<file path="src/sync_pulse_pkg.sv">
// Purpose: Shared constants for the frame sync pulse generator
// Assumes: 8-bit register port, 40 MHz system clock
// Notes: Offsets are the printed register addresses
package sync_pulse_pkg;
  localparam logic [7:0] SYNC_PULSE_CONTROL_ADDR = 8'h18;
  localparam logic [7:0] HIGH_COUNT_UPPER_ADDR = 8'h19;
  localparam logic [7:0] HIGH_COUNT_LOWER_ADDR = 8'h1a;
  localparam logic [7:0] LOW_COUNT_UPPER_ADDR = 8'h1b;
  localparam logic [7:0] LOW_COUNT_LOWER_ADDR = 8'h1c;
  localparam logic [7:0] RATE_SEL_ADDR = 8'h58;
  localparam logic [7:0] SIGNAL_ROUTE_ADDR = 8'h6e;

  // Control register fields, rate and route field widths
  localparam int GEN_ON_BIT = 0;
  localparam int DUTY_STYLE_BIT = 1;
  localparam int START_LEVEL_BIT = 2;
  localparam int LEVEL_STATUS_BIT = 3;
  localparam int SOURCE_LSB = 4;
  localparam int RATE_WIDTH = 3;
  localparam int ROUTE_FIELD_W = 4;

  localparam logic [7:0] CONTROL_RESET = 8'h00;
  localparam logic [7:0] COUNT_RESET = 8'h00;
  localparam logic [7:0] ROUTE_RESET = 8'h00;
  localparam logic [2:0] RATE_RESET = 3'h0;

  // Source codes and the route code for sync
  localparam logic [3:0] SRC_TICK_PORT0 = 4'h0;
  localparam logic [3:0] SRC_TICK_PORT1 = 4'h1;
  localparam logic [3:0] SRC_PIN_FIRST = 4'h8;
  localparam logic [3:0] SRC_PIN_LAST = 4'he;
  localparam logic [3:0] ROUTE_SYNC_SEL = 4'ha;

  // Return link rates; frame is 30 bit times
  localparam logic [2:0] RATE_50MBPS = 3'h6;
  localparam int FRAME_BITS = 30;
  localparam int FRAME_NS_50MBPS = 600;
  localparam int FRAME_NS_2M5BPS = 12000;
  localparam int CLK_MHZ = 40;
  localparam int FRAME_CYC_50MBPS = (FRAME_NS_50MBPS * CLK_MHZ + 999) / 1000;
  localparam int FRAME_CYC_2M5BPS = (FRAME_NS_2M5BPS * CLK_MHZ + 999) / 1000;
  localparam int TICK_CNT_W = 16;
endpackage

</file>
<file path="src/frame_sync_generator.sv">
// Purpose: Frame sync pulse source for two return links
// Assumes: Host writes registers over the serial control bus,
//   decoded into the byte register port below
// Notes: Per-port registers are reached through reg_port_sel
//
// Operation
// - The internal generator runs only while its enable bit is 1.
// - Source codes 0x8 to 0xE pass pin 0 to 6 with the generator off.
// - A return link signal carries sync only when its route selects it.
// - External pulses reach the links within about one frame period.
// - Both return links are updated on the same common frame strobe.
// - A generator tick is one return link frame of 30 bit times.
// - While enabled the generator emits periodic pulses without end.
// - In internal mode the source field picks the port giving the tick.
// - The duty style bit picks 50/50 or separate high and low counts.
// - The starting level bit sets the generator's first output level.
// - Each phase lasts its programmed count plus one ticks.
// - High and low counts are 16 bits, upper byte at the lower address.
// - Rate code 110b selects the 50 Mbps return link rate.
`timescale 1ns/1ps
module frame_sync_generator #(
  parameter int PIN_COUNT = 7,
  parameter int PORT_COUNT = 2
) (
  input wire logic sys_clk,
  input wire logic rst,
  input wire logic [7:0] reg_addr,
  input wire logic [7:0] reg_wr_data,
  input wire logic reg_wr_en,
  input wire logic reg_rd_en,
  input wire logic [1:0] reg_port_sel,
  output logic [7:0] reg_rd_data,
  input wire logic [PIN_COUNT-1:0] gpio_pin,
  output logic sync_level,
  output logic [1:0] return_link_signal_p0,
  output logic [1:0] return_link_signal_p1
);
  logic [7:0] control_ff;
  logic [15:0] high_count_ff;
  logic [15:0] low_count_ff;
  logic [7:0] route_ff [PORT_COUNT];
  logic [2:0] rate_ff [PORT_COUNT];
  logic [PORT_COUNT-1:0] frame_strobe;
  logic [PIN_COUNT-1:0] pin_s1_ff;
  logic [PIN_COUNT-1:0] pin_s2_ff;
  logic [PIN_COUNT-1:0] pin_s3_ff;
  logic [PIN_COUNT-1:0] pin_ok_ff;
  logic gen_level_ff;
  logic [15:0] phase_cnt_ff;
  logic [1:0] link_out_ff [PORT_COUNT];
  logic internal_generator_on;
  logic duty_style_select;
  logic starting_level;
  logic [3:0] sync_source_select;
  logic ext_mode;
  logic [2:0] pin_idx;
  logic tick;
  logic src_level;
  logic [15:0] low_eff;
  logic [7:0] nxt_rd_data;
  logic rd_port;

  assign internal_generator_on = control_ff[sync_pulse_pkg::GEN_ON_BIT];
  assign duty_style_select = control_ff[sync_pulse_pkg::DUTY_STYLE_BIT];
  assign starting_level = control_ff[sync_pulse_pkg::START_LEVEL_BIT];
  assign sync_source_select = control_ff[sync_pulse_pkg::SOURCE_LSB +: 4];
  assign rd_port = !reg_port_sel[0];

  // Control and count registers
  always_ff @(posedge sys_clk or posedge rst) begin
    if (rst) begin
      control_ff <= sync_pulse_pkg::CONTROL_RESET;
      high_count_ff <= {2{sync_pulse_pkg::COUNT_RESET}};
      low_count_ff <= {2{sync_pulse_pkg::COUNT_RESET}};
    end else if (reg_wr_en) begin
      unique case (reg_addr)
        sync_pulse_pkg::SYNC_PULSE_CONTROL_ADDR: begin
          control_ff <= reg_wr_data;
        end
        sync_pulse_pkg::HIGH_COUNT_UPPER_ADDR: begin
          high_count_ff[15:8] <= reg_wr_data;
        end
        sync_pulse_pkg::HIGH_COUNT_LOWER_ADDR: begin
          high_count_ff[7:0] <= reg_wr_data;
        end
        sync_pulse_pkg::LOW_COUNT_UPPER_ADDR: begin
          low_count_ff[15:8] <= reg_wr_data;
        end
        sync_pulse_pkg::LOW_COUNT_LOWER_ADDR: begin
          low_count_ff[7:0] <= reg_wr_data;
        end
        default: begin
        end
      endcase
    end
  end

  // Per-port rate, route, frame tick and link output
  for (genvar p = 0; p < PORT_COUNT; p++) begin : g_port
    always_ff @(posedge sys_clk or posedge rst) begin
      if (rst) begin
        route_ff[p] <= sync_pulse_pkg::ROUTE_RESET;
        rate_ff[p] <= sync_pulse_pkg::RATE_RESET;
      end else if (reg_wr_en && reg_port_sel[p]) begin
        if (reg_addr == sync_pulse_pkg::SIGNAL_ROUTE_ADDR) begin
          route_ff[p] <= reg_wr_data;
        end
        if (reg_addr == sync_pulse_pkg::RATE_SEL_ADDR) begin
          rate_ff[p] <= reg_wr_data[2:0];
        end
      end
    end

    frame_tick u_tick (
      .sys_clk(sys_clk),
      .rst(rst),
      .rate_sel(rate_ff[p]),
      .frame_strobe(frame_strobe[p])
    );

    for (genvar s = 0; s < 2; s++) begin : g_sig
      // Both links load on the common tick
      always_ff @(posedge sys_clk or posedge rst) begin
        if (rst) begin
          link_out_ff[p][s] <= 1'b0;
        end else if (tick) begin
          link_out_ff[p][s] <= (route_ff[p][s*4 +: 4] ==
            sync_pulse_pkg::ROUTE_SYNC_SEL) && src_level;
        end
      end
    end
  end

  assign return_link_signal_p0 = link_out_ff[0];
  assign return_link_signal_p1 = link_out_ff[1];

  // Tick from the chosen port's frame period
  always_comb begin
    if (internal_generator_on &&
        sync_source_select == sync_pulse_pkg::SRC_TICK_PORT1) begin
      tick = frame_strobe[1];
    end else begin
      tick = frame_strobe[0];
    end
  end

  // Pin inputs, three flops, accepted when the last two agree
  always_ff @(posedge sys_clk or posedge rst) begin
    if (rst) begin
      pin_s1_ff <= '0;
      pin_s2_ff <= '0;
      pin_s3_ff <= '0;
    end else begin
      pin_s1_ff <= gpio_pin;
      pin_s2_ff <= pin_s1_ff;
      pin_s3_ff <= pin_s2_ff;
    end
  end

  for (genvar i = 0; i < PIN_COUNT; i++) begin : g_pin
    always_ff @(posedge sys_clk or posedge rst) begin
      if (rst) begin
        pin_ok_ff[i] <= 1'b0;
      end else if (pin_s2_ff[i] == pin_s3_ff[i]) begin
        pin_ok_ff[i] <= pin_s3_ff[i];
      end
    end
  end

  assign ext_mode = !internal_generator_on &&
    sync_source_select >= sync_pulse_pkg::SRC_PIN_FIRST &&
    sync_source_select <= sync_pulse_pkg::SRC_PIN_LAST;
  assign pin_idx = 3'(sync_source_select - sync_pulse_pkg::SRC_PIN_FIRST);

  always_comb begin
    if (internal_generator_on) begin
      src_level = gen_level_ff;
    end else if (ext_mode) begin
      src_level = pin_ok_ff[pin_idx];
    end else begin
      src_level = 1'b0;
    end
  end

  // 50/50 style reuses the high count for the low phase
  assign low_eff = duty_style_select ? high_count_ff : low_count_ff;

  // Phase generator
  always_ff @(posedge sys_clk or posedge rst) begin
    if (rst) begin
      gen_level_ff <= 1'b0;
      phase_cnt_ff <= 16'h0000;
    end else if (!internal_generator_on) begin
      gen_level_ff <= starting_level;
      phase_cnt_ff <= starting_level ? high_count_ff : low_eff;
    end else if (tick) begin
      if (phase_cnt_ff == 16'h0000) begin
        gen_level_ff <= !gen_level_ff;
        phase_cnt_ff <= gen_level_ff ? low_eff : high_count_ff;
      end else begin
        phase_cnt_ff <= phase_cnt_ff - 16'h0001;
      end
    end
  end

  assign sync_level = gen_level_ff;

  // Read mux, answered one cycle after the strobe
  always_comb begin
    nxt_rd_data = 8'h00;
    unique case (reg_addr)
      sync_pulse_pkg::SYNC_PULSE_CONTROL_ADDR: begin
        nxt_rd_data = control_ff;
        nxt_rd_data[sync_pulse_pkg::LEVEL_STATUS_BIT] = gen_level_ff;
      end
      sync_pulse_pkg::HIGH_COUNT_UPPER_ADDR: begin
        nxt_rd_data = high_count_ff[15:8];
      end
      sync_pulse_pkg::HIGH_COUNT_LOWER_ADDR: begin
        nxt_rd_data = high_count_ff[7:0];
      end
      sync_pulse_pkg::LOW_COUNT_UPPER_ADDR: begin
        nxt_rd_data = low_count_ff[15:8];
      end
      sync_pulse_pkg::LOW_COUNT_LOWER_ADDR: begin
        nxt_rd_data = low_count_ff[7:0];
      end
      sync_pulse_pkg::SIGNAL_ROUTE_ADDR: begin
        nxt_rd_data = route_ff[rd_port];
      end
      sync_pulse_pkg::RATE_SEL_ADDR: begin
        nxt_rd_data = {5'h00, rate_ff[rd_port]};
      end
      default: begin
        nxt_rd_data = 8'h00;
      end
    endcase
  end

  always_ff @(posedge sys_clk or posedge rst) begin
    if (rst) begin
      reg_rd_data <= 8'h00;
    end else if (reg_rd_en) begin
      reg_rd_data <= nxt_rd_data;
    end
  end

  property p_hold_when_off;
    @(posedge sys_clk) disable iff (rst)
    !internal_generator_on |=> gen_level_ff == $past(starting_level);
  endproperty
  a_hold_when_off: assert property (p_hold_when_off)
    else $error("Generator level moved while disabled");

  property p_toggle_on_tick_only;
    @(posedge sys_clk) disable iff (rst)
    internal_generator_on && !tick && $past(internal_generator_on)
      |=> $stable(gen_level_ff);
  endproperty
  a_toggle_on_tick_only: assert property (p_toggle_on_tick_only)
    else $error("Generator level changed without a tick");

  property p_reload_phase;
    @(posedge sys_clk) disable iff (rst)
    internal_generator_on && tick && phase_cnt_ff == 16'h0000
      |=> gen_level_ff != $past(gen_level_ff) &&
        phase_cnt_ff == ($past(gen_level_ff) ? $past(low_eff)
                                              : $past(high_count_ff));
  endproperty
  a_reload_phase: assert property (p_reload_phase)
    else $error("Phase count not reloaded on expiry");

  property p_route_gate;
    @(posedge sys_clk) disable iff (rst)
    tick && route_ff[0][3:0] != sync_pulse_pkg::ROUTE_SYNC_SEL
      |=> !return_link_signal_p0[0];
  endproperty
  a_route_gate: assert property (p_route_gate)
    else $error("Unrouted link signal carries sync");

  property p_links_together;
    @(posedge sys_clk) disable iff (rst)
    tick && route_ff[0] == route_ff[1]
      |=> return_link_signal_p0 == return_link_signal_p1;
  endproperty
  a_links_together: assert property (p_links_together)
    else $error("Return links updated apart");

  property p_ext_follow;
    @(posedge sys_clk) disable iff (rst)
    tick && ext_mode && route_ff[1][3:0] == sync_pulse_pkg::ROUTE_SYNC_SEL
      |=> return_link_signal_p1[0] == $past(pin_ok_ff[pin_idx]);
  endproperty
  a_ext_follow: assert property (p_ext_follow)
    else $error("External pin level not forwarded");

  property p_ext_within_frame;
    @(posedge sys_clk) disable iff (rst)
    ext_mode && route_ff[0][3:0] == sync_pulse_pkg::ROUTE_SYNC_SEL &&
      rate_ff[0] == sync_pulse_pkg::RATE_50MBPS && $rose(pin_ok_ff[pin_idx])
      ##1 ext_mode && pin_ok_ff[pin_idx] [*8]
      |-> ##[0:30] return_link_signal_p0[0];
  endproperty
  a_ext_within_frame: assert property (p_ext_within_frame)
    else $error("External pulse late on return link");

  property p_ext_follow_p0;
    @(posedge sys_clk) disable iff (rst)
    tick && ext_mode && route_ff[0][7:4] == sync_pulse_pkg::ROUTE_SYNC_SEL
      |=> return_link_signal_p0[1] == $past(pin_ok_ff[pin_idx]);
  endproperty
  a_ext_follow_p0: assert property (p_ext_follow_p0)
    else $error("External pin level not forwarded on port 0");

  property p_count_down;
    @(posedge sys_clk) disable iff (rst)
    internal_generator_on && tick && phase_cnt_ff != 16'h0000
      |=> phase_cnt_ff == $past(phase_cnt_ff) - 16'h0001 &&
        $stable(gen_level_ff);
  endproperty
  a_count_down: assert property (p_count_down)
    else $error("Phase count did not step down on a tick");

  property p_off_preload;
    @(posedge sys_clk) disable iff (rst)
    !internal_generator_on
      |=> phase_cnt_ff == ($past(starting_level) ? $past(high_count_ff)
                                                  : $past(low_eff));
  endproperty
  a_off_preload: assert property (p_off_preload)
    else $error("Phase count not preloaded while disabled");

  property p_link_hold;
    @(posedge sys_clk) disable iff (rst)
    !tick |=> $stable(return_link_signal_p0) &&
      $stable(return_link_signal_p1);
  endproperty
  a_link_hold: assert property (p_link_hold)
    else $error("Return link changed between ticks");

  property p_idle_source_quiet;
    @(posedge sys_clk) disable iff (rst)
    tick && !internal_generator_on && !ext_mode
      |=> return_link_signal_p0 == 2'h0 && return_link_signal_p1 == 2'h0;
  endproperty
  a_idle_source_quiet: assert property (p_idle_source_quiet)
    else $error("Return link driven with no sync source");
endmodule

</file>
<file path="src/frame_tick.sv">
// Purpose: Return link frame period strobe for one receive port
// Assumes: Rate code steers the frame length
// Notes: Strobe is one cycle wide, from a flop
`timescale 1ns/1ps
module frame_tick (
  input wire logic sys_clk,
  input wire logic rst,
  input wire logic [sync_pulse_pkg::RATE_WIDTH-1:0] rate_sel,
  output logic frame_strobe
);
  logic [sync_pulse_pkg::TICK_CNT_W-1:0] cnt_ff;
  logic [sync_pulse_pkg::TICK_CNT_W-1:0] last_cnt;

  // Frame of 30 bit times at the selected rate
  always_comb begin
    if (rate_sel == sync_pulse_pkg::RATE_50MBPS) begin
      last_cnt = 16'(sync_pulse_pkg::FRAME_CYC_50MBPS - 1);
    end else begin
      last_cnt = 16'(sync_pulse_pkg::FRAME_CYC_2M5BPS - 1);
    end
  end

  always_ff @(posedge sys_clk or posedge rst) begin
    if (rst) begin
      cnt_ff <= 16'h0000;
    end else if (cnt_ff >= last_cnt) begin
      cnt_ff <= 16'h0000;
    end else begin
      cnt_ff <= cnt_ff + 16'h0001;
    end
  end

  always_ff @(posedge sys_clk or posedge rst) begin
    if (rst) begin
      frame_strobe <= 1'b0;
    end else begin
      frame_strobe <= (cnt_ff >= last_cnt);
    end
  end

  property p_tick_spacing;
    @(posedge sys_clk) disable iff (rst)
    frame_strobe |=> !frame_strobe [*8];
  endproperty
  a_tick_spacing: assert property (p_tick_spacing)
    else $error("Frame strobes closer than a frame");
endmodule

</file>
<file path="config.mk">
export PLATFORM = sky130hd
export DESIGN_NAME = frame_sync_generator
export DESIGN_NICKNAME = d
export VERILOG_FILES = /design/src/sync_pulse_pkg.sv /design/src/frame_sync_generator.sv /design/src/frame_tick.sv
export SDC_FILE = /design/constraint.sdc
export NUM_CORES = 1
export LEC_CHECK = 0
export ABC_AREA = 1
export BUFFER_PORTS_ARGS = -buffer_cell sky130_fd_sc_hd__clkbuf_2
export CAP_MARGIN = 20
export CELL_PAD_IN_SITES_DETAIL_PLACEMENT = 0
export CELL_PAD_IN_SITES_GLOBAL_PLACEMENT = 1
export CORE_MARGIN = 3
export CORE_UTILIZATION = 47
export CTS_CLUSTER_SIZE = 10
export DETAILED_ROUTE_END_ITERATION = 16
export PLACE_DENSITY = 0.88
export SETUP_SLACK_MARGIN = 0.4
export SLEW_MARGIN = 20
export SYNTH_ARGS = -nofsm -noshare
export SYNTH_HDL_FRONTEND = slang
export SYNTH_SLANG_ARGS = --single-unit
</file>
<file path="constraint.sdc">
create_clock -name sys_clk -period 11.55 [get_ports sys_clk]
set_input_delay 0 -clock sys_clk [delete_from_list [all_inputs] [get_ports sys_clk]]
set_output_delay 0 -clock sys_clk [all_outputs]
set_load 0.05 [all_outputs]
</file>
==> impl_metrics.toml, run 1 <==
[logic_synthesis]
syn_area_per_cell_sq_um = 7.85
synth_top_area_share_pct = 51.0
synth.distinct_cells = 34
synthXorXnorAreaFrac_pct = 1.41
synth.area.top_cells = "dfrtp_1, nand2_1, o21ai_0, nor2_1, inv_1"
synth_edf_count = 0
synth_flop_cell = "dfrtp_1"
synth_most_common_cell = "nand2_1"
syn-instance-count = 950
synth_compound_area_share_pct = 11.6
async_flop_share_pct = 100
yosysWarnings = 0
synth_mux_area_share_pct = 0.419
synth.largest_area_cell = "dfrtp_1"
synthesis.area_sq_um = 7460
synth_top_family_by_area = "simple AND/OR/NAND/NOR gates"
synthTopCellsByCount = "nand2_1, dfrtp_1, nor2_1"
synth_fa_ha_area_share_pct = 1.61
ys_ff_latch = 152
yosys.area_share.simple_pct = 27.2
synth-seq-area-share_pct = 51.0

[route]
final_antenna_net_count = 0
num_vias = 6458
dr.pass1.iters = 5
drc = 0
routed_wl_um = 19500
post_drt_wl_per_cell_um = 15.7
via_per_inst = 5.21
drt_iter0_markers = 652

[sta]
clock.fmax_ghz = 0.370
hold_violations = 0
slew_violations = 0
setup_violations = 0
fin_crit_sh_pct = 23.4
layout_min_cycle_time_ps = 2700
clock_skew_ps = 17.8
whs_ps = 37.8
relSlewSlack_pct = 26.7
tightestPinTransition_ps = 1100
rsz0062_at_grt = "no"
fin_tns_setup_ps = 0

[clocking]
cts.sinks = 152
cts_setup_buffers = 0
cts_tree = "yes"
cts_root_buffer = "clkbuf_16"
cts_htree_levels = 4
cts_buffers = 17
clk_latency_ps = 440
cts_buffer_depth = 2
path_clk_slew_ps = 70

[floorplan]
die_h_um = 132
fp.dieW_um = 132
io-pin-count = 42
start_util_pct = 48.5
row_count = 45
core-area_sq_um = 15400
die_area_sq_um = 17400

[critical_path]
worst_ep_arrival_time_ps = 3070
startpoint = "control_ff[0]"
cp.required_ps = 11920
end_kind = "register"
r2r_start = "control_ff[0]"
cp_max_fo = 20
startpoint_type = "register"
crit_type = "register to register"

[final_layout]
num_antenna_cells = 0
multi_input_area_sq_um = 3200
area_delta_synth_final_pct = 15.6
instances_no_fill = 1239
regArea_sq_um = 3800
nFillCells = 1437
fin_nets = 1048
fin_util_pct = 56.1
drive_gt1_share_pct = 9.14

[global_routing]
track_usage_pct = 23.0
grt_remaining_overflow = 0
grt_max_degree = 92
grt_antenna_before_repair = 0
grt_pass1_wl_um = 31800
grt_pass1_vias = 6125

[placed_design]
place_inst = 1192
portBuffers = 41
gp_congestion = 0.899
hpwl_um = 13700

[outcome]
outcome = "completed"

[pwr]
power_mw = 1.33
ir_drop_uv = 158
power.leakage_nw = 4.11
power.density_nw_per_um2 = 155

[min_path]
holdCritPathClass = "primary input to register"
hp-start = "reg_port_sel[1]"

[flow_run]
drv_cap = 0
## where the power goes
| part | switching, mW | internal, mW |
|---|---|---|
| clock network | 0.254 | 0.287 |
| logic | 0.150 | 0.0647 |
| registers | 0.0218 | 0.556 |
## state kept, by name, summed over array words and instances, names as in the netlist
signal and flops:
pin_s2_ff 7, rate_ff 6, return_link_signal_p0 2, pin_s3_ff 7, high_count_ff 16, route_ff 16, low_count_ff 16, g_port.u_tick.frame_strobe 2
sync_level 1, return_link_signal_p1 2, control_ff 7, pin_ok_ff 7, reg_rd_data 8, pin_s1_ff 7, phase_cnt_ff 16, g_port.u_tick.cnt_ff 32
## metal layers
layer  GRT usage (%)  vias to the layer above  routed length (um)
met4            7.53                        0                 419
met5               0                        -                   0
met3            3.55                       32                1150
li1                -                     3185                   -
met1            32.5                     3026                8860
met2            36.6                      215                9060
## worst max-delay path: stages, from the launching register on
cell and delay (ps):
dfrtp_1 830, nand2_1 100, nor2_1 150, nand2_1 70
nand2_1 60, nand2_1 90, inv_1 370, nand2_1 520
o21ai_0 330, inv_1 60, nand2_1 70
## worst paths after layout
check / end / slack [ps] / cells past startpoint
min in group asynchronous: g_port[0].u_tick.cnt_ff[2] / 260 / 3
max: phase_cnt_ff[10] / 8850 / 10
min reg2reg: pin_s2_ff[3] / 350 / 0
max reg2reg: phase_cnt_ff[10] / 8850 / 10
max in group asynchronous: low_count_ff[6] / 10040 / 4
min: rate_ff[1] / 40 / 5
## metrics by stage
step	cell area [sq um]	setup slack (ps)
6_report	8630	8850
5_1_grt	8630	8490
4_1_cts	8630	8870
3_5_place_dp	7890	8930
3_3_place_gp	7890	9080
2_1_floorplan	7510	7460
## cell families (layout without fill, tap and decap cells)
logic type,count (synthesis),count (layout)
multiplexers,3,3
XOR/XNOR,12,12
buffers and inverters,131,196
AO/OA/AOI/OAI,163,163
adder cells (fa/ha/maj),11,11
flip-flops,152,152
AND/OR/NAND/NOR,477,477
other,1,14
## layout make-up
type	instances	area share, %
Inverter	105	4.63
Timing Repair Buffer	59	4.38
Sequential cell	152	44.1
Tap cell	211	3.06
Clock buffer	17	4.93
Multi-Input combinational cell	680	37.1
Clock inverter	15	1.83
## repair_timing
action                    CTS  global route
hold buffers               15             0
hold endpoints to repair  125             0
resized for setup           0             0
## cells in the final DEF (no fill, tap or decap), types with 3 or more instances in the layout
cell type / instances
ha_1: 4
nand4_1: 10
nor3b_1: 4
clkbuf_2: 41
buf_4: 3
nor2_2: 3
o211ai_1: 3
dlygate4sd3_1: 15
nand3b_1: 3
a22oi_1: 15
clkbuf_16: 17
clkinv_8: 4
xor2_1: 10
dfrtp_1: 152
inv_1: 101
nor4_1: 3
nor2_1: 112
a21oi_1: 21
maj3_1: 7
inv_6: 6
nor3_4: 3
nand3_2: 3
nor3_1: 10
nand2_1: 258
o21ai_0: 104
nand3_1: 62
conb_1: 14
o21ai_1: 19
or2_2: 3
Note: power is estimated with default switching activity, not from simulation.
==> inputs of run 2 (changes only) <==
ABC_AREA = 0   (was 1)
CORE_UTILIZATION = 45   (was 47)
PLACE_DENSITY = 0.82   (was 0.88)
clock period = 2.3 ns   (was 11.55 ns; I/O delays follow)
==> impl_metrics.toml, run 2 <==
[outcome]
outcome = "completed"

[final_layout]
drive_gt1_share_pct = 30.0
final_cell_mix = "dfrtp_1, mux2_2, nand2_1"
fin_util_pct = 58.0
regArea_sq_um = 3810
nFillCells = 1291
largest_reg_flops = 32
num_antenna_cells = 0
area_delta_synth_final_pct = 24.1
final_common_cell = "dfrtp_1"
multi_input_area_sq_um = 3450
instances_no_fill = 937
largest_register = "g_port.u_tick.cnt_ff"
fin_nets = 747

[logic_synthesis]
syn-instance-count = 606
synth-seq-area-share_pct = 52.7
synth.area.top_cells = "dfrtp_1, mux2_2, mux2i_1, mux4_2, nand2_1"
ys_ff_latch = 152
synth.largest_area_cell = "dfrtp_1"
async_flop_share_pct = 100
yosysWarnings = 0
synth_top_area_share_pct = 52.7
synth_edf_count = 0
synthesis.area_sq_um = 7210
syn_area_per_cell_sq_um = 11.9
synth.distinct_cells = 71
synth_flop_cell = "dfrtp_1"
synth_most_common_cell = "dfrtp_1"
synthTopCellsByCount = "dfrtp_1, mux2_2, nand2_1"

[floorplan]
start_util_pct = 46.8
fp.dieW_um = 133
die_h_um = 133
die_area_sq_um = 17600
core-area_sq_um = 15400
row_count = 45
io-pin-count = 42

[sta]
clock_skew_ps = 7.61
clock.fmax_ghz = 0.532
slew_violations = 0
fin_crit_sh_pct = 81.7
fin_tns_setup_ps = 0
rsz0062_at_grt = "yes"
hold_violations = 0
layout_min_cycle_time_ps = 1880
relSlewSlack_pct = 37.0
setup_violations = 0
tightestPinTransition_ps = 944

[placed_design]
hpwl_um = 12900
portBuffers = 41
place_inst = 873
gp_congestion = 0.910

[pwr]
power_frac_comb_pct = 17.2
seq_power_share_pct = 41.1
ir_drop_uv = 525
p_clk_share_pct = 41.7
intPower_mw = 5.22
power.density_nw_per_um2 = 795
swShare_pct = 26.6
power.leakage_nw = 4.06
p_sw_mw = 1.90

[route]
via_per_inst = 5.65
post_drt_wl_per_cell_um = 19.0
drc = 0
dr.pass1.iters = 4
final_antenna_net_count = 0
drt_iter0_markers = 368
num_vias = 5290
routed_wl_um = 17800

[clocking]
cts_root_buffer = "clkbuf_16"
clk_latency_ps = 420
cts_buffer_depth = 2
cts.sinks = 152
cts_htree_levels = 4
path_clk_slew_ps = 60
cts_buffers = 17
cts_tree = "yes"

[critical_path]
worst_ep_arrival_time_ps = 2210
cp.required_ps = 2640
cp_max_fo = 6
crit_type = "register to register"
end_kind = "register"
startpoint_type = "register"

[flow_run]
drv_cap = 0

[global_routing]
grt_remaining_overflow = 0
grt_pass1_vias = 5473
grtUsageMet3_pct = 4.75
grt_max_degree = 40
gr-usage-met1_pct = 28.8
track_usage_pct = 20.8
busiest_layer = "met2"
grtUsageMet2_pct = 33.0
grt_antenna_before_repair = 0
grt_pass1_wl_um = 28800

[min_path]
holdCritPathClass = "primary input to register"
run 2: area by class of cell:
cell class	count	area share (%)
tap	211	2.95
inverter	16	0.713
sequential	152	42.5
timing repair buffer	99	8.26
multi-input combinational	428	38.5
clock inverter	10	1.87
clock buffer	21	5.14
run 2: power by group through the flow:
stage | clock [mW] | sequential, mW | combinational [mW]
floorplan | 0 | 2.93 | 0.767
global placement | 0 | 2.95 | 1.05
detailed placement | 0 | 2.96 | 1.05
CTS | 3.02 | 2.92 | 1.12
global route | 3.13 | 2.94 | 1.34
finish | 2.97 | 2.93 | 1.23
run 2: cells by family after synthesis:
logic type               count (synthesis)  synth area share, %
AND/OR/NAND/NOR                        177                 13.9
flip-flops                             152                 52.7
AO/OA/AOI/OAI                          106                 10.4
multiplexers                            99                 16.4
buffers and inverters                   40                 2.48
XOR/XNOR                                19                 2.31
adder cells (fa/ha/maj)                 12                 1.80
other                                    1               0.0520
run 2: path summary, 6_finish.rpt:
check	startpoint	to	slack [ps]	depth (start not counted)
setup reg to reg	phase_cnt_ff[0]	phase_cnt_ff[9]	420	6
hold / removal	reg_wr_en	rate_ff[0]	100	3
setup / recovery	phase_cnt_ff[0]	phase_cnt_ff[9]	420	6
max in group asynchronous	rst	g_port[0].u_tick.cnt_ff[4]	1300	4
hold reg to reg	pin_s1_ff[6]	pin_s2_ff[6]	350	0
min in group asynchronous	rst	g_port[1].u_tick.cnt_ff[0]	320	3
run 2: routing by layer:
metal  wire [um]  part of all wire [%]
met5           0                     0
met4         265                   1.5
met3        1040                   5.9
met2        8480                    48
met1        8030                    45
run 2: metrics by stage:
| step | hold WS [ps] | instance area (sq um) | setup slack, ps | power, mW |
|---|---|---|---|---|
| final | 104 | 8950 | 422 | 7.12 |
| after global routing | 148 | 8950 | 305 | 7.41 |
| after CTS | 93.9 | 8760 | 376 | 7.06 |
| after detailed placement | 114 | 7860 | 307 | 4.01 |
| after global placement | 108 | 7860 | 354 | 4.00 |
| after floorplan | 31.4 | 7270 | 383 | 3.69 |
run 2: timing repair:
item | CTS | global route
setup endpoints to repair | 20 | 27
gates resized for setup | 10 | 25
hold buffers | 18 | 0
setup buffers | 4 | 10
pin swaps | 6 | 10
gates cloned | 1 | 0
hold endpoints to repair | 109 | 0
run 2: critical path, stage by stage (launching register included):
cell and delay (ps):
dfrtp_1 380, buf_6 130, or4_4 580, nor4b_4 240, xor2_1 230, a21oi_2 80
o221ai_2 150
==> inputs of run 3 (changes only) <==
ABC_AREA = 1   (was 0)
CORE_UTILIZATION = 46   (was 45)
PLACE_DENSITY = 0.86   (was 0.82)
clock period = 1.9 ns   (was 2.3 ns; I/O delays follow)
==> impl_metrics.toml, run 3 (same netlist as run 1, synthesis figures left out) <==
[global_routing]
grt_antenna_before_repair = 0
grt_pass1_wl_um = 32500
grtUsageMet2_pct = 37.9
gr-usage-met1_pct = 31.7
grt_pass1_vias = 6397
grt_remaining_overflow = 0
track_usage_pct = 23.0
busiest_layer = "met2"
grtUsageMet3_pct = 3.81
grt_max_degree = 52

[final_layout]
final_common_cell = "nand2_1"
drive_gt1_share_pct = 19.6
final_cell_mix = "nand2_1, dfrtp_1, inv_1"
finalInstanceArea_sq_um = 9330
largest_reg_flops = 32
area_delta_synth_final_pct = 25.1
largest_register = "g_port.u_tick.cnt_ff"
instances_no_fill = 1273
num_antenna_cells = 0
fin_nets = 1082

[placed_design]
place_inst = 1205
gp_congestion = 0.868
hpwl_um = 14000
portBuffers = 41
placed_area_sq_um = 8050

[min_path]
min_delay_path_depth = 3
hp-start = "reg_wr_data[0]"
holdCritPathClass = "primary input to register"
holdPathEnd = "high_count_ff[8]"

[clocking]
cts_tree = "yes"
cts.sinks = 152
cts_buffer_depth = 2
clk_latency_ps = 420
cts_buffers = 17
path_clk_slew_ps = 70
cts_root_buffer = "clkbuf_16"
cts_htree_levels = 4

[pwr]
seq_power_share_pct = 40.0
ir_drop_uv = 834
p_sw_mw = 2.76
intPower_mw = 6.06
power.density_nw_per_um2 = 945
power_mw = 8.82
power_frac_comb_pct = 20.8
power.leakage_nw = 4.38
swShare_pct = 31.3
p_clk_share_pct = 39.2

[sta]
fin_crit_sh_pct = 79.9
setup_violations = 0
layout_min_cycle_time_ps = 1520
clock.fmax_ghz = 0.658
clock_skew_ps = 8.79
tightestPinTransition_ps = 517
rsz0062_at_grt = "yes"
hold_violations = 0
relSlewSlack_pct = 65.3
slew_violations = 0

[critical_path]
worst_ep_arrival_time_ps = 1840
cp.buffers_inverters = 2
cp_max_fo = 6
r2r_setup_slack_ps = 380
cp.required_ps = 2220
r2r_start = "phase_cnt_ff[0]"
cp_slowest_stage_delay_ps = 390
rr_endpoint = "phase_cnt_ff[10]"
startpoint_type = "register"
crit_family = "simple AND/OR/NAND/NOR gates"
end_kind = "register"
reg2reg_depth = 10
cp_cell_sequence = "inv_2 -> ha_4 -> nand2_2 -> nor2_4 -> nand3_4 -> buf_6 -> nand3_1 -> o21ai_1 -> nand2_1 -> nand2_1"
cp_slowest_cell = "dfrtp_1"
path_common_cell = "nand2_1"
path_depth = 10
crit_type = "register to register"

[floorplan]
die_h_um = 133
row_count = 45
start_util_pct = 48.0
io-pin-count = 42
die_area_sq_um = 17800
fp.dieW_um = 133
core-area_sq_um = 15500

[route]
post_drt_wl_per_cell_um = 16.1
drc = 0
dr.pass1.iters = 5
drt_iter0_markers = 395
num_vias = 6691
via_per_inst = 5.26
final_antenna_net_count = 0
routed_wl_um = 20500

[flow_run]
drv_cap = 0

[outcome]
outcome = "completed"
run 3: cell types whose count changed in the layout (fill, tap and decap cells not counted), moves of 14 or more:
cell     delta
nand2_1   +203
inv_1      +78
o21ai_0    +76
nor2_1     +55
mux2_2     -52
nand3_1    +30
mux2i_1    -24
o21ai_1    +23
a22oi_1    +14
run 3: worst max path at each step:
stage	slack, ps	endpoint	start
after global routing	280	phase_cnt_ff[11]	phase_cnt_ff[0]
after CTS	370	g_port[1].u_tick.cnt_ff[3]	g_port[1].u_tick.cnt_ff[0]
final	380	phase_cnt_ff[10]	phase_cnt_ff[0]
after detailed placement	70	phase_cnt_ff[6]	control_ff[0]
after global placement	0.02	phase_cnt_ff[5]	control_ff[0]
after floorplan	-20	control_ff[0]	rst
run 3: area by class of cell:
cell class                      count  area, sq um
Sequential cell                   152         3810
Inverter                          105          400
Tap cell                          211          264
Fill cell                        1427         6210
Clock inverter                     15          176
Clock buffer                       17          425
Multi-Input combinational cell    682         3570
Timing Repair Buffer               91          686
run 3: stage by stage:
| step | hold slack (ps) | setup TNS, ps | utilization [%] | setup slack (ps) |
|---|---|---|---|---|
| final | 26.3 | 0 | 60.0 | 381 |
| after global routing | 34.0 | 0 | 60.0 | 277 |
| after CTS | 14.3 | 0 | 57.7 | 373 |
| after detailed placement | 33.3 | 0 | 51.8 | 68.9 |
| after global placement | 28.9 | 0 | 51.8 | 0.0198 |
| after floorplan | 31.4 | -2580 | - | -16.9 |
run 3: layer usage:
layer,vias up,wire length (um)
li1,3267,-
met1,3210,9430
met2,181,9790
met3,33,895
met4,0,366
met5,-,0
run 3: repair_timing:
| action | 4_1_cts | 5_1_grt |
|---|---|---|
| endpoints found under the setup margin | 41 | 42 |
| hold buffers | 11 | 0 |
| cloned | 2 | 1 |
| pin swaps | 12 | 35 |
| buffers inserted | 8 | 14 |
| endpoints found under the hold margin | 174 | 0 |
| resized for setup | 43 | 79 |
run 3: worst register-to-register path: stages, from the launching register on:
cell and delay (ps):
dfrtp_1 390, inv_2 130, ha_4 180, nand2_2 70, nor2_4 110, nand3_4 110
buf_6 170, nand3_1 80, o21ai_1 60, nand2_1 60, nand2_1 50
run 3: power groups by stage:
stage / logic (mW) / clock network [mW] / registers, mW
floorplan: 0.946 / 0 / 3.53
global placement: 1.33 / 0 / 3.57
detailed placement: 1.33 / 0 / 3.57
CTS: 1.52 / 3.50 / 3.51
global route: 2.02 / 3.64 / 3.54
finish: 1.84 / 3.46 / 3.52
